File: src/include/ats_path_pkg.sv
// Shared constants for the translated-transaction attribute path
package ats_path_pkg;
  // Register byte offsets
  localparam logic [7:0] REG_CTRL        = 8'h00;
  localparam logic [7:0] REG_CAPS        = 8'h04;
  localparam logic [7:0] REG_FAULTS      = 8'h08;
  localparam logic [7:0] REG_STREAM_BASE = 8'h10;
  // Control register bits
  localparam int CTRL_CHECK    = 0;
  localparam int CTRL_ATTR_ENC = 1;
  localparam int CTRL_NOSNOOP  = 2;
  localparam logic [2:0] CTRL_RESET = 3'h0;
  // Stream entry fields: mode[1:0] config[4:2] fwb[5] instr_ov[7:6] priv_ov[9:8]
  localparam int ENT_MODE_LSB  = 0;
  localparam int ENT_CFG_LSB   = 2;
  localparam int ENT_FWB       = 5;
  localparam int ENT_INSTR_LSB = 6;
  localparam int ENT_PRIV_LSB  = 8;
  localparam logic [9:0] ENT_RESET = 10'h000;
  // ATS mode and stream configuration codes
  localparam logic [1:0] ATS_OFF   = 2'h0;
  localparam logic [1:0] ATS_FULL  = 2'h1;
  localparam logic [1:0] ATS_SPLIT = 2'h2;
  localparam logic [2:0] CFG_NESTED = 3'h7;
  // Attribute: type[3:2] shareability[1:0]
  localparam logic [1:0] MT_DEVICE = 2'h0;
  localparam logic [1:0] MT_NC     = 2'h1;
  localparam logic [1:0] MT_WB     = 2'h3;
  localparam logic [1:0] SH_OUTER  = 2'h2;
  localparam logic [1:0] SH_INNER  = 2'h3;
  localparam logic [3:0] ATTR_FIXED_IN = {MT_WB, SH_INNER};
  localparam logic [3:0] ATTR_NOSNOOP  = {MT_NC, SH_OUTER};
  // Attribute field in translated addresses, above the physical range
  localparam int ADDR_ENC_LSB = 56;
  // Transaction kinds
  localparam logic [1:0] KIND_UNTRANS = 2'h0;
  localparam logic [1:0] KIND_TRANS   = 2'h1;
  localparam logic [1:0] KIND_TREQ    = 2'h2;

  // Weaker memory type, stronger shareability
  function automatic logic [3:0] combine_attr(input logic [3:0] a, input logic [3:0] b);
    combine_attr[3:2] = (a[3:2] < b[3:2]) ? a[3:2] : b[3:2];
    combine_attr[1:0] = (a[1:0] > b[1:0]) ? a[1:0] : b[1:0];
  endfunction
endpackage

File: src/core/ats_translated_path.sv
// Attribute and permission path for upstream root-complex traffic
module ats_translated_path
  import ats_path_pkg::*;
#(
  parameter int          NUM_STREAMS = 4,
  parameter logic        S2_EXEC_SPLIT = 1'b1,
  parameter int          SW = (NUM_STREAMS > 1) ? $clog2(NUM_STREAMS) : 1
) (
  // Clock and reset
  input  wire logic          clk,
  input  wire logic          reset,
  // Avalon-MM register slave
  input  wire logic [7:0]    address,
  input  wire logic          read,
  input  wire logic          write,
  input  wire logic [31:0]   writedata,
  output logic      [31:0]   readdata,
  output logic               waitrequest,
  // Incoming transaction
  input  wire logic          in_valid,
  output logic               in_ready,
  input  wire logic [1:0]    in_kind,
  input  wire logic [SW-1:0] in_stream,
  input  wire logic [63:0]   in_addr,
  input  wire logic          in_no_snoop,
  input  wire logic          in_instr,
  input  wire logic          in_priv,
  input  wire logic [2:0]    in_req_perm,
  // Table walker
  output logic               walk_valid,
  output logic               walk_stage2_only,
  output logic [63:0]        walk_addr,
  output logic               walk_instr,
  output logic               walk_priv,
  output logic               walk_write_intent,
  input  wire logic          walk_done,
  input  wire logic          walk_fault,
  input  wire logic [63:0]   walk_s1_addr,
  input  wire logic [63:0]   walk_out_addr,
  input  wire logic [3:0]    walk_s1_attr,
  input  wire logic [3:0]    walk_s2_attr,
  input  wire logic [2:0]    walk_s1_perm,
  input  wire logic [2:0]    walk_s2_perm,
  input  wire logic [5:0]    walk_s1_size,
  input  wire logic [5:0]    walk_s2_size,
  // Downstream transaction
  output logic               out_valid,
  input  wire logic          out_ready,
  output logic [63:0]        out_addr,
  output logic [3:0]         out_attr,
  output logic               out_instr,
  output logic               out_priv,
  // Translation completion
  output logic               cpl_valid,
  input  wire logic          cpl_ready,
  output logic [63:0]        cpl_addr,
  output logic [2:0]         cpl_perm,
  output logic [5:0]         cpl_size,
  output logic               cpl_nosnoop,
  // Fault event
  output logic               fault_pulse
);
  typedef enum logic [4:0] {
    ST_IDLE   = 5'b00001,
    ST_LOOKUP = 5'b00010,
    ST_WALK   = 5'b00100,
    ST_EMIT   = 5'b01000,
    ST_CPL    = 5'b10000
  } state_t;

  state_t            st;
  logic [9:0]        tbl [NUM_STREAMS];
  logic [9:0]        ent;
  logic [15:0]       fault_cnt;
  logic [7:0]        st_off;
  logic [63:0]       k_addr, strip_addr, cpl_base;
  logic [5:0]        min_size;
  logic [3:0]        r_attr, fin_attr, res_attr, pre_attr;
  logic [2:0]        ctrl, k_perm, grant, cfg;
  logic [1:0]        k_kind, mode;
  logic              ack, k_ns, check, split, lk_fault, lk_bypass, walk_end;
  logic              go_emit, go_cpl, ns_eff, use_s2, wr_fire, in_stream_hit;

  ////////////////////////////////////////////////////////////////////////
  // Register slave

  // One wait cycle on every access; readdata is loaded in that cycle
  assign waitrequest = (read || write) && !ack;
  assign wr_fire     = write && ack;
  assign st_off      = address - REG_STREAM_BASE;
  assign in_stream_hit = address >= REG_STREAM_BASE && st_off[7:2] < 6'(NUM_STREAMS) && st_off[1:0] == 2'h0;

  always_ff @(posedge clk) begin
    if (reset) begin
      ack <= 1'b0;
    end else begin
      ack <= (read || write) && !ack;
    end
  end

  // Unmapped offsets read as zero and ignore writes
  always_ff @(posedge clk) begin
    if (reset) begin
      readdata <= 32'h0;
    end else if (read && !ack) begin
      readdata <= 32'h0;
      if (address == REG_CTRL) begin
        readdata <= {29'h0, ctrl};
      end else if (address == REG_CAPS) begin
        readdata <= {15'h0, 16'(NUM_STREAMS), S2_EXEC_SPLIT};
      end else if (address == REG_FAULTS) begin
        readdata <= {11'h0, st, fault_cnt};
      end else if (in_stream_hit) begin
        readdata <= {22'h0, tbl[st_off[SW+1:2]]};
      end
    end
  end

  // Control bits steer check, attribute encoding and no-snoop support
  always_ff @(posedge clk) begin
    if (reset) begin
      ctrl <= CTRL_RESET;
    end else if (wr_fire && address == REG_CTRL) begin
      ctrl <= writedata[2:0];
    end
  end

  // Per-stream configuration entries
  for (genvar i = 0; i < NUM_STREAMS; i++) begin : g_tbl
    always_ff @(posedge clk) begin
      if (reset) begin
        tbl[i] <= ENT_RESET;
      end else if (wr_fire && address == 8'(REG_STREAM_BASE + 4 * i)) begin
        tbl[i] <= writedata[9:0];
      end
    end
  end

  // Fault counter; a fault in the clearing cycle still counts
  always_ff @(posedge clk) begin
    if (reset) begin
      fault_cnt <= 16'h0;
    end else if (fault_pulse) begin
      fault_cnt <= (wr_fire && address == REG_FAULTS) ? 16'h1 : fault_cnt + 16'h1;
    end else if (wr_fire && address == REG_FAULTS) begin
      fault_cnt <= 16'h0;
    end
  end

  ////////////////////////////////////////////////////////////////////////
  // Decisions

  assign check  = ctrl[CTRL_CHECK];
  assign mode   = ent[ENT_MODE_LSB +: 2];
  assign cfg    = ent[ENT_CFG_LSB +: 3];
  assign split  = mode == ATS_SPLIT && check && cfg == CFG_NESTED;
  // Encoded attribute sits above the physical range; strip it before output
  assign strip_addr = {8'h0, k_addr[ADDR_ENC_LSB-1:0]};

  // With check on, mode 00 and non-nested mode 10 refuse translated traffic; with check off both bypass
  assign lk_fault  = st == ST_LOOKUP && k_kind == KIND_TRANS && check
                   && (mode == ATS_OFF || (mode == ATS_SPLIT && !split));
  assign lk_bypass = st == ST_LOOKUP && k_kind == KIND_TRANS && !lk_fault && !(check && mode == ATS_SPLIT);
  assign walk_end  = st == ST_WALK && walk_done;
  assign go_emit   = lk_bypass || (walk_end && !walk_fault && k_kind != KIND_TREQ);
  assign go_cpl    = (walk_end && k_kind == KIND_TREQ) || (st == ST_LOOKUP && k_kind == KIND_TREQ && mode == ATS_OFF);
  assign fault_pulse = lk_fault || (walk_end && walk_fault);

  // Untranslated input is the fixed cacheable shareable value, merged with stage 1 when config bit 0 is set
  always_comb begin
    pre_attr = r_attr;
    if (k_kind != KIND_TRANS) begin
      pre_attr = cfg[0] ? combine_attr(ATTR_FIXED_IN, walk_s1_attr) : ATTR_FIXED_IN;
    end
  end

  assign use_s2 = st == ST_WALK && (k_kind == KIND_TRANS || cfg[1]);
  assign ns_eff = k_ns && ctrl[CTRL_NOSNOOP] && k_kind != KIND_TREQ;

  attr_resolve u_resolve (
    .in_attr  (pre_attr),
    .s2_attr  (walk_s2_attr),
    .use_s2   (use_s2),
    .fwb      (ent[ENT_FWB]),
    .no_snoop (ns_eff),
    .fin_attr (fin_attr),
    .out_attr (res_attr)
  );

  // Completion contents
  assign cpl_base = split ? walk_s1_addr : walk_out_addr;
  assign grant    = walk_s1_perm & walk_s2_perm & k_perm;
  assign min_size = (walk_s1_size < walk_s2_size) ? walk_s1_size : walk_s2_size;
  assign cpl_nosnoop = 1'b0;

  ////////////////////////////////////////////////////////////////////////
  // Sequencer

  assign in_ready = st == ST_IDLE;

  always_ff @(posedge clk) begin
    if (reset) begin
      st <= ST_IDLE;
    end else begin
      case (st)
        ST_IDLE:   st <= in_valid ? ST_LOOKUP : ST_IDLE;
        ST_LOOKUP: st <= lk_fault ? ST_IDLE : go_emit ? ST_EMIT : go_cpl ? ST_CPL : ST_WALK;
        ST_WALK:   st <= go_emit ? ST_EMIT : go_cpl ? ST_CPL : walk_end ? ST_IDLE : ST_WALK;
        ST_EMIT:   st <= out_ready ? ST_IDLE : ST_EMIT;
        ST_CPL:    st <= cpl_ready ? ST_IDLE : ST_CPL;
        default:   st <= ST_IDLE;
      endcase
    end
  end

  // Capture the request; no-snoop is folded into the output attribute, not carried as a sideband
  always_ff @(posedge clk) begin
    if (reset) begin
      k_kind <= KIND_UNTRANS;
      k_addr <= 64'h0;
      k_ns   <= 1'b0;
      k_perm <= 3'h0;
      ent    <= ENT_RESET;
    end else if (st == ST_IDLE && in_valid) begin
      k_kind <= in_kind;
      k_addr <= in_addr;
      k_ns   <= in_no_snoop;
      k_perm <= in_req_perm;
      ent    <= tbl[in_stream];
    end
  end

  // Translated source attribute: encoded in the address or the fixed value
  always_ff @(posedge clk) begin
    if (reset) begin
      r_attr <= ATTR_FIXED_IN;
    end else if (st == ST_IDLE) begin
      r_attr <= ctrl[CTRL_ATTR_ENC] ? in_addr[ADDR_ENC_LSB +: 4] : ATTR_FIXED_IN;
    end
  end

  // Overrides act before the stage-2 walk and its permission check
  always_ff @(posedge clk) begin
    if (reset) begin
      walk_instr <= 1'b0;
      walk_priv  <= 1'b0;
    end else if (st == ST_IDLE && in_valid) begin
      walk_instr <= tbl[in_stream][ENT_INSTR_LSB+1] ? tbl[in_stream][ENT_INSTR_LSB] : in_instr;
      walk_priv  <= (S2_EXEC_SPLIT && tbl[in_stream][ENT_PRIV_LSB+1])
                    ? tbl[in_stream][ENT_PRIV_LSB] : in_priv;
    end
  end

  // Walker request; translated mode 10 walks stage 2 only
  always_ff @(posedge clk) begin
    if (reset) begin
      walk_valid        <= 1'b0;
      walk_stage2_only  <= 1'b0;
      walk_addr         <= 64'h0;
      walk_write_intent <= 1'b0;
    end else if (st == ST_LOOKUP && !lk_fault && !go_emit && !go_cpl) begin
      walk_valid        <= 1'b1;
      walk_stage2_only  <= k_kind == KIND_TRANS;
      walk_addr         <= (k_kind == KIND_TRANS) ? strip_addr : k_addr;
      walk_write_intent <= k_perm[1];
    end else if (walk_end) begin
      walk_valid <= 1'b0;
    end
  end

  // Downstream transaction with the final attribute
  always_ff @(posedge clk) begin
    if (reset) begin
      out_valid <= 1'b0;
      out_addr  <= 64'h0;
      out_attr  <= ATTR_FIXED_IN;
      out_instr <= 1'b0;
      out_priv  <= 1'b0;
    end else if (go_emit) begin
      out_valid <= 1'b1;
      out_addr  <= lk_bypass ? strip_addr : walk_out_addr;
      out_attr  <= res_attr;
      out_instr <= walk_instr;
      out_priv  <= walk_priv;
    end else if (st == ST_EMIT && out_ready) begin
      out_valid <= 1'b0;
    end
  end

  // Completion; the attribute rides in the unused address bits when enabled
  always_ff @(posedge clk) begin
    if (reset) begin
      cpl_valid <= 1'b0;
      cpl_addr  <= 64'h0;
      cpl_perm  <= 3'h0;
      cpl_size  <= 6'h0;
    end else if (go_cpl) begin
      cpl_valid <= 1'b1;
      cpl_addr  <= {4'h0, ctrl[CTRL_ATTR_ENC] ? fin_attr : 4'h0, cpl_base[ADDR_ENC_LSB-1:0]};
      cpl_perm  <= (st == ST_WALK && !walk_fault) ? grant : 3'h0;
      cpl_size  <= min_size;
    end else if (st == ST_CPL && cpl_ready) begin
      cpl_valid <= 1'b0;
    end
  end
endmodule

File: src/core/attr_resolve.sv
// Stage-2 attribute merge followed by the no-snoop downgrade
module attr_resolve
  import ats_path_pkg::*;
(
  // Attribute sources
  input  wire logic [3:0] in_attr,
  input  wire logic [3:0] s2_attr,
  input  wire logic       use_s2,
  input  wire logic       fwb,
  input  wire logic       no_snoop,
  // Results
  output logic      [3:0] fin_attr,
  output logic      [3:0] out_attr
);
  logic [3:0] merged;

  // Plain stage-2 merge; forced writeback keeps only its shareability half
  assign merged = combine_attr(in_attr, s2_attr);

  // Forced writeback first, downgrade last, so the downgrade sees the true final type
  always_comb begin
    fin_attr = in_attr;
    if (use_s2) begin
      if (fwb) begin
        fin_attr = {s2_attr[3:2], merged[1:0]};
      end else begin
        fin_attr = merged;
      end
    end
    out_attr = fin_attr;
    if (no_snoop && fin_attr[3:2] != MT_DEVICE) begin
      out_attr = ATTR_NOSNOOP;
    end
  end
endmodule

File: config.mk
export PLATFORM = sky130hd
export DESIGN_NAME = ats_translated_path
export DESIGN_NICKNAME = d
export VERILOG_FILES = /design/src/include/ats_path_pkg.sv /design/src/core/ats_translated_path.sv /design/src/core/attr_resolve.sv
export SDC_FILE = /design/constraint.sdc
export NUM_CORES = 1
export LEC_CHECK = 0
export ABC_CLOCK_PERIOD_IN_PS = 5880
export BUFFER_PORTS_ARGS = -buffer_cell sky130_fd_sc_hd__buf_2
export CAP_MARGIN = 20
export CORE_MARGIN = 10
export CORE_UTILIZATION = 40
export DETAILED_ROUTE_END_ITERATION = 12
export PLACE_DENSITY_LB_ADDON = 0.08
export RECOVER_POWER = 100
export REMOVE_ABC_BUFFERS = 1
export SKIP_LAST_GASP = 1
export SLEW_MARGIN = 20
export SYNTH_ARGS = -nofsm -noshare
export SYNTH_HDL_FRONTEND = slang
export SYNTH_SLANG_ARGS = --single-unit
export TNS_END_PERCENT = 10
File: constraint.sdc
create_clock -name clk -period 5.88 [get_ports clk]
set_clock_uncertainty 0.2 [all_clocks]
set_input_delay 1.176 -clock clk [delete_from_list [all_inputs] [get_ports clk]]
set_output_delay 1.176 -clock clk [all_outputs]
set_load 0.02 [all_outputs]
==> flow_summary.yaml, run 1 <==
status:
  outcome: "complete, but fails checks"
  violations: "max-capacitance violations, max-slew violations"
pwr:
  p_int_w: 0.004457
  seq_power_share_pct: 46.1
  power.leakage_nw: 6.959
  p_clk_share_pct: 45.7
  p_sw_share_pct: 24.34
  powerDensity_nw_per_um2: 302.5
  irDropWorstVdd_mv: 0.2054
  power.net_switching_w: 0.001434
  p_comb_share_pct: 8.2
logic_synthesis:
  synth_compound_area_share_pct: 15.29
  netlist_area_um2: 15830
  synth_seq_cells: 376
  syn_area_per_cell_um2: 8.766
  synthFlopType: "dfxtp_1"
  synth_top_family_by_area: "simple AND/OR/NAND/NOR gates"
  synth_edf_count: 40
  ys_warn_count: 0
  synthXorXnorAreaFrac_pct: 0.7745
  synthAdderAreaFrac_pct: 0.8694
  syn_inst: 1806
  ys_seq_area_share_pct: 50.08
  yosysTopAreaCell: "dfxtp_1"
  synthSimpleGateAreaFrac_pct: 20.28
  synthArstFlopShare_pct: 0
  synth_area_leaders: "dfxtp_1 42%, nand2_1 10%, edfxtp_1 7.6%"
  synth.mux.area_fraction_pct: 7.650
  synth_top_area_share_pct: 42.49
  synthDistinctLibCells: 56
clock_network:
  cts_max_level: 2
  clkLatencyLatePin_ns: 0.55
  clockBufferDepth: 3
  clkSlewWorstSetupHoldPaths_ns: 0.06
  root_buffer: "clkbuf_16"
  cts_resized: 0
  cts_setup_buffers: 0
  hold_buffers: 0
  cts_tree: "done"
  cts.sinks: 376
  cts_made_buffers: 42
setup_path:
  r2r_setup_slack_ns: 1.38
  slowest_stage: "nor3_1"
  cp_num_cells: 4
  path_buf_inv: 1
  endpoint: "fault_pulse"
  startpoint: "st[4]"
  reg2reg_to: "st[0]"
  cp_slowest_stage_delay_ns: 0.88
  critPathKind: "flop to primary output"
  endpoint_kind: "primary output"
  r2r_cells: 5
  cp_max_fo: 15
  critPathTopFamily: "simple AND/OR/NAND/NOR gates"
  arrival_ns: 3.38
  rr_startpoint: "st[4]"
  cp_cell_sequence: "nor3_1 -> nand4_1 -> nand2_1 -> clkbuf_1"
  start_kind: "flop"
  critPathRequiredTime_ns: 4.50
routing:
  wl_per_cell_um: 21.44
  drtPass1Iterations: 5
  drc_errors: 0
  drtIter0Drc: 903
  detail-route-antenna-nets: 0
  vias: 14450
  routed_wl_mm: 59.10
  via_per_inst: 5.242
flow_run:
  max_cap_violations: 9
global_route:
  first_global_vias: 13820
  grt_max_degree: 225
  track_usage_pct: 23.05
  grt_pass1_wl_mm: 86.14
  antenna_found_initial: 5
  grt.overflow.total: 0
finish:
  syn2layout_area_growth_pct: 22.99
  fill_cells: 4002
  drive_above_1_share_pct: 15.35
  fin_nets: 2490
  final_cells: 2756
  final_area_um2: 19470
sta:
  worstMarginPinSlew_ns: 2.550
  slew_viol_final: 331
  relSlewSlack_pct: -70.02
  setup_viol: 0
  fin_ws_ns: 1.125
  period_minus_slack_ns: 4.755
  fin_crit_sh_pct: 80.86
  hold_violations: 0
  fmax_mhz: 210.3
  rsz0062_at_grt: "no"
place:
  port_buffers: 478
  placed_cells: 2676
  gp_congestion: 0.8511
  pre_cts_slack_ns: 1.716
  post-dp-hpwl_mm: 42.00
  dpl_cell_area_um2: 18420
floorplan:
  design.portCount: 527
  core_um2: 38920
  die_w_um: 218.9
  initial_core_util_pct: 40.68
  rows: 72
  dieArea_um2: 47940
  die_h_um: 218.9
min_path:
  hold_path.class: "flop to flop"
## state kept, by name, summed over array words and instances, names as in the netlist, 2 cells and up
name / flops
k_addr: 64
out_addr: 64
walk_addr: 64
cpl_addr: 60
tbl: 40
readdata: 21
fault_cnt: 16
cpl_size: 6
ent: 6
st: 5
out_attr: 4
r_attr: 4
cpl_perm: 3
ctrl: 3
k_perm: 3
k_kind: 2
## worst min path at each step
stage | from | to | cells past startpoint
2_1_floorplan | ent[4] | ent[4] | 2
3_3_place_gp | walk_addr[60] | walk_addr[60] | 2
3_5_place_dp | walk_addr[8] | walk_addr[8] | 2
4_1_cts | walk_addr[8] | walk_addr[8] | 2
5_1_grt | walk_addr[52] | walk_addr[52] | 2
6_report | walk_addr[21] | walk_addr[21] | 2
## layout by cell type (no fill, tap or decap), types with 4 or more instances in the layout
cell,n
xnor2_1,14
diode_2,4
o21ai_0,12
clkbuf_16,43
a2bb2oi_1,8
clkbuf_8,12
a311oi_1,58
buf_2,241
nand2_1,434
and2_0,38
ha_1,11
conb_1,16
and2_1,5
a2111oi_0,4
clkbuf_1,252
dfxtp_1,336
nand3_1,27
a211oi_1,72
a21oi_1,173
mux2_2,4
mux2i_1,76
buf_4,6
nor3_1,13
or3_1,6
a22oi_1,19
nand4_1,8
inv_1,21
nor3b_1,5
mux4_2,18
nor4_1,6
nor2b_1,6
nor2_1,182
a31oi_1,4
nand2b_1,13
edfxtp_1,40
## synth_stat cells (all sizes together), types with 2 or more instances
cell,number
nand4,8
or3,6
clkbuf,90
and3,2
nand2b,13
a2111oi,6
a22oi,19
nor2b,6
nand2,434
a31oi,4
nor4,6
a2bb2oi,8
nand3,27
nand3b,2
nor4b,4
xnor2,14
and4,3
a211o,2
nand4b,2
a311oi,58
dfxtp,336
o21ai,14
nor2,183
o211ai,2
o31ai,2
edfxtp,40
inv,21
ha,11
mux4,18
buf,65
and2,43
a211oi,72
mux2,4
o21a,2
mux2i,76
nor3,13
nor3b,5
a21oi,173
## power by group through the flow
stage               combinational, W  clock (W)  sequential (W)
floorplan                   0.000220          0         0.00277
global placement            0.000485          0         0.00277
detailed placement          0.000492          0         0.00277
CTS                         0.000494    0.00275         0.00271
global route                0.000532    0.00286         0.00272
finish                      0.000482    0.00269         0.00271
## final cells by class
type | count | area, µm² | area share, %
clock buffers | 68 | 1290 | 6.625
diodes | 4 | 10.01 | 0.05141
inverters | 21 | 78.83 | 0.4048
clock inverters | 8 | 117.6 | 0.6040
well taps | 518 | 648.1 | 3.329
repair buffers | 492 | 2233 | 11.47
flip-flops and latches | 376 | 7928 | 40.71
multi-input cells | 1269 | 7166 | 36.80
## layer usage
metal / track usage (%) / vias to the layer above / wire, µm
met5: 0 / - / 45
met4: 7.010 / 6 / 1624
met3: 6.369 / 90 / 4734
met2: 39.55 / 443 / 28770
met1: 27.54 / 6883 / 23920
li1: - / 7026 / -
## per-stage QoR
step / hold WS [ns] / power, W / setup TNS, ns / utilization [%]
finish: 0.2524 / 0.005891 / 0 / 50.03
global route: 0.2713 / 0.006112 / 0 / 50.01
CTS: 0.2523 / 0.005960 / 0 / 50.94
detailed placement: 0.2439 / 0.003262 / 0 / 47.32
global placement: 0.2372 / 0.003251 / 0 / 47.32
floorplan: 0.2301 / 0.002993 / -48.80 / -
## cell families after synthesis
| kind of cell | Yosys count |
|---|---|
| AO/OA/AOI/OAI | 370 |
| XOR/XNOR | 14 |
| adder cells (fa/ha/maj) | 11 |
| buffers and inverters | 176 |
| flip-flops | 376 |
| multiplexers | 98 |
| other | 1 |
| AND/OR/NAND/NOR | 760 |
## tightest hold or removal path, delay by kind of cell, from the launching register on
family / cells / cell delay, ns
AO/OA/AOI/OAI: 1 / 0.05
flip-flops: 1 / 0.31
AND/OR/NAND/NOR: 1 / 0.05
Note: power is estimated with default switching activity, not from simulation.
==> inputs of run 2 (changes only) <==
--- a/config.mk
+++ b/config.mk
@@ -5,7 +5,8 @@
 export SDC_FILE = /design/constraint.sdc
 export NUM_CORES = 1
 export LEC_CHECK = 0
-export ABC_CLOCK_PERIOD_IN_PS = 5880
+export ABC_AREA = 1
+export ABC_CLOCK_PERIOD_IN_PS = 3860
 export BUFFER_PORTS_ARGS = -buffer_cell sky130_fd_sc_hd__buf_2
 export CAP_MARGIN = 20
 export CORE_MARGIN = 10
==> constraint.sdc (replaced) <==
create_clock -name clk -period 3.86 [get_ports clk]
set_clock_uncertainty 0.2 [all_clocks]
set_input_delay 0.772 -clock clk [delete_from_list [all_inputs] [get_ports clk]]
set_output_delay 0.772 -clock clk [all_outputs]
set_load 0.02 [all_outputs]
==> run 2 against run 1 <==
Effect of this change:
- the run still ends with max-capacitance violations, max-slew violations left
- routed wire length up 4.8%
- global-route usage rose by 0.85 points
- design area grew 1.6%
- synthesized cell count increased by 21%
- largest cell class unchanged
- clock power is 49% higher
- critical endpoint unchanged
- count of clock-buffer cells in the layout is 2 lower
- die area is 1.8% higher
- first-iteration DRC count increased by 43%
- final cell count grew 14%
- sequential share of layout area shrank 0.65 points
==> flow_summary.yaml, run 2 <==
status:
  outcome: "complete, but fails checks"
  violations: "max-capacitance violations, max-slew violations"
clock_network:
  clkSlewWorstSetupHoldPaths_ns: 0.06
  cts_max_level: 2
  root_buffer: "clkbuf_16"
  cts_tree: "done"
  clockBufferDepth: 3
  cts_resized: 0
  hold_buffers: 0
  cts_setup_buffers: 0
  clkLatencyLatePin_ns: 0.55
  cts_made_buffers: 43
  cts.sinks: 376
setup_path:
  start_kind: "flop"
  critPathKind: "flop to primary output"
  endpoint_kind: "primary output"
  path_buf_inv: 3
  critPathTopFamily: "simple AND/OR/NAND/NOR gates"
  startpoint: "k_kind[1]"
  arrival_ns: 2.30
  cp_cell_sequence: "inv_1 -> nand2_1 -> nor2_1 -> nand2_1 -> nand2_1 -> buf_4 -> clkbuf_1"
  rr_startpoint: "st[2]"
  cpMostUsedCell: "nand2_1"
  cp_max_fo: 21
  cp_slowest_stage_delay_ns: 0.40
  critPathRequiredTime_ns: 2.89
  slowest_stage: "nand2_1"
pwr:
  irDropWorstVdd_mv: 0.3141
  power_w: 0.009069
  power.leakage_nw: 8.057
  powerDensity_nw_per_um2: 458.4
sta:
  period_minus_slack_ns: 3.276
  slew_viol_final: 78
  fin_setup_tns_ns: 0
  worstMarginPinSlew_ns: 2.042
  relSlewSlack_pct: -36.16
  setup_viol: 0
  fin_crit_sh_pct: 84.87
  rsz0062_at_grt: "no"
  hold_violations: 0
  fmax_mhz: 305.2
logic_synthesis:
  synth_area_leaders: "dfxtp_1 42%, o21ai_0 9.4%, nand2_1 9.1%"
  netlist_area_um2: 16150
  yosysMostFrequentCell: "nand2_1"
  syn_area_per_cell_um2: 7.411
  synth_edf_count: 40
  synthDistinctLibCells: 39
  ys_warn_count: 0
  synthFlopType: "dfxtp_1"
  syn_inst: 2179
  ys_seq_area_share_pct: 49.09
  synth_top_area_share_pct: 41.65
  synthArstFlopShare_pct: 0
  yosys-top-cells-count: "393 x nand2_1, 336 x dfxtp_1, 335 x nor2_1, 303 x o21ai_0, 183 x a21oi_1"
  synth_seq_cells: 376
  yosysTopAreaCell: "dfxtp_1"
routing:
  drtPass1Iterations: 5
  drtIter0Drc: 1290
  via_per_inst: 5.103
  routed_wl_mm: 61.94
  drc_errors: 0
  vias: 16090
  detail-route-antenna-nets: 0
  wl_per_cell_um: 19.65
global_route:
  grt_max_degree: 159
  grt_pass1_wl_mm: 93.32
  grt_use_met2_pct: 40.27
  grt.overflow.total: 0
  gr-usage-met1_pct: 29.34
  track_usage_pct: 23.90
  antenna_found_initial: 4
  grt_busiest_layer: "met2"
  first_global_vias: 15160
  met3_usage_pct: 5.405
finish:
  top_regs: "k_addr: 64 flops, out_addr: 64 flops, walk_addr: 64 flops"
  fin_nets: 2883
  final_cell_mix: "394 x nand2_1, 338 x nor2_1, 336 x dfxtp_1"
  final_cells: 3153
  syn2layout_area_growth_pct: 22.51
  final_area_um2: 19790
  layout_commonest_cell: "nand2_1"
  drive_above_1_share_pct: 13.06
  final_core_util_pct: 49.68
floorplan:
  dieArea_um2: 48810
  rows: 73
  initial_core_util_pct: 40.55
  core_um2: 39820
  die_w_um: 220.9
  design.portCount: 527
  die_h_um: 220.9
min_path:
  min-delay-start: "in_addr[63]"
  hold_path.class: "input port to flop"
place:
  placed_cells: 3075
  gp_congestion: 0.8622
  port_buffers: 478
  post-dp-hpwl_mm: 43.78
  dpl_cell_area_um2: 18850
flow_run:
  max_cap_violations: 1
==> run 2: changes by cell type after synthesis, sizes merged, moves of 58 or more <==
cell and delta:
nand3 +72, a211oi -72, o21ai +317, mux2i -76, nor2 +160, a311oi -58, a31oi +59, inv +153
==> run 2: where the power goes <==
group / switching [W] / leakage, nW / total (W) / internal (W)
Combinational: 0.000618 / 4.24 / 0.000897 / 0.000279
Sequential: 0.0000679 / 3.14 / 0.00417 / 0.00411
Clock: 0.00163 / 0.672 / 0.00400 / 0.00237
==> run 2: final cells by class <==
class / instances / area, µm²
Timing Repair Buffer: 509 / 2342
Clock inverter: 11 / 105.1
Multi-Input combinational cell: 1488 / 6822
Clock buffer: 66 / 1256
Fill cell: 4186 / 20040
Inverter: 177 / 673.1
Sequential cell: 376 / 7928
Antenna cell: 1 / 2.502
Tap cell: 525 / 656.9
==> run 2: worst reg2reg max path, cell delays in order (launching register included) <==
cell and delay, ns:
dfxtp_1 0.36, nor2_1 0.21, nand4_1 0.38, nor2_1 0.35, inv_4 0.28, clkbuf_2 0.66, o21ai_0 0.51, a21oi_1 0.07
==> run 2: final timing paths <==
kind                            slack, ns  cells past startpoint           to
worst max-delay path                 0.58                      7  fault_pulse
worst min-delay path                 0.24                      3   k_addr[63]
worst max register to register       0.68                      7   k_addr[54]
worst min register to register       0.26                      2         k_ns
==> run 2: per-layer routing <==
layer	vias up	wire, µm
met5	-	36
met4	4	1923
met3	96	4202
met2	537	29650
met1	7491	26130
li1	7963	-
==> run 2: cell families (layout without fill, tap and decap cells) <==
| kind of cell | after synthesis | after routing | share of synthesized area [%] |
|---|---|---|---|
| XOR/XNOR | 5 | 5 | 0.2712 |
| AO/OA/AOI/OAI | 592 | 592 | 19.07 |
| other | 1 | 17 | 0.02322 |
| flip-flops | 376 | 376 | 49.09 |
| adder cells (fa/ha/maj) | 11 | 11 | 0.8522 |
| buffers and inverters | 330 | 763 | 8.887 |
| AND/OR/NAND/NOR | 864 | 864 | 21.80 |
==> run 2: metrics by stage <==
| step | worst slack (ns) | hold slack (ns) |
|---|---|---|
| global placement | 1.055 | 0.2426 |
| finish | 0.5839 | 0.2431 |
| detailed placement | 1.066 | 0.2488 |
| floorplan | -1.715 | 0.2211 |
| CTS | 0.5834 | 0.2190 |
| global route | 0.3610 | 0.2409 |
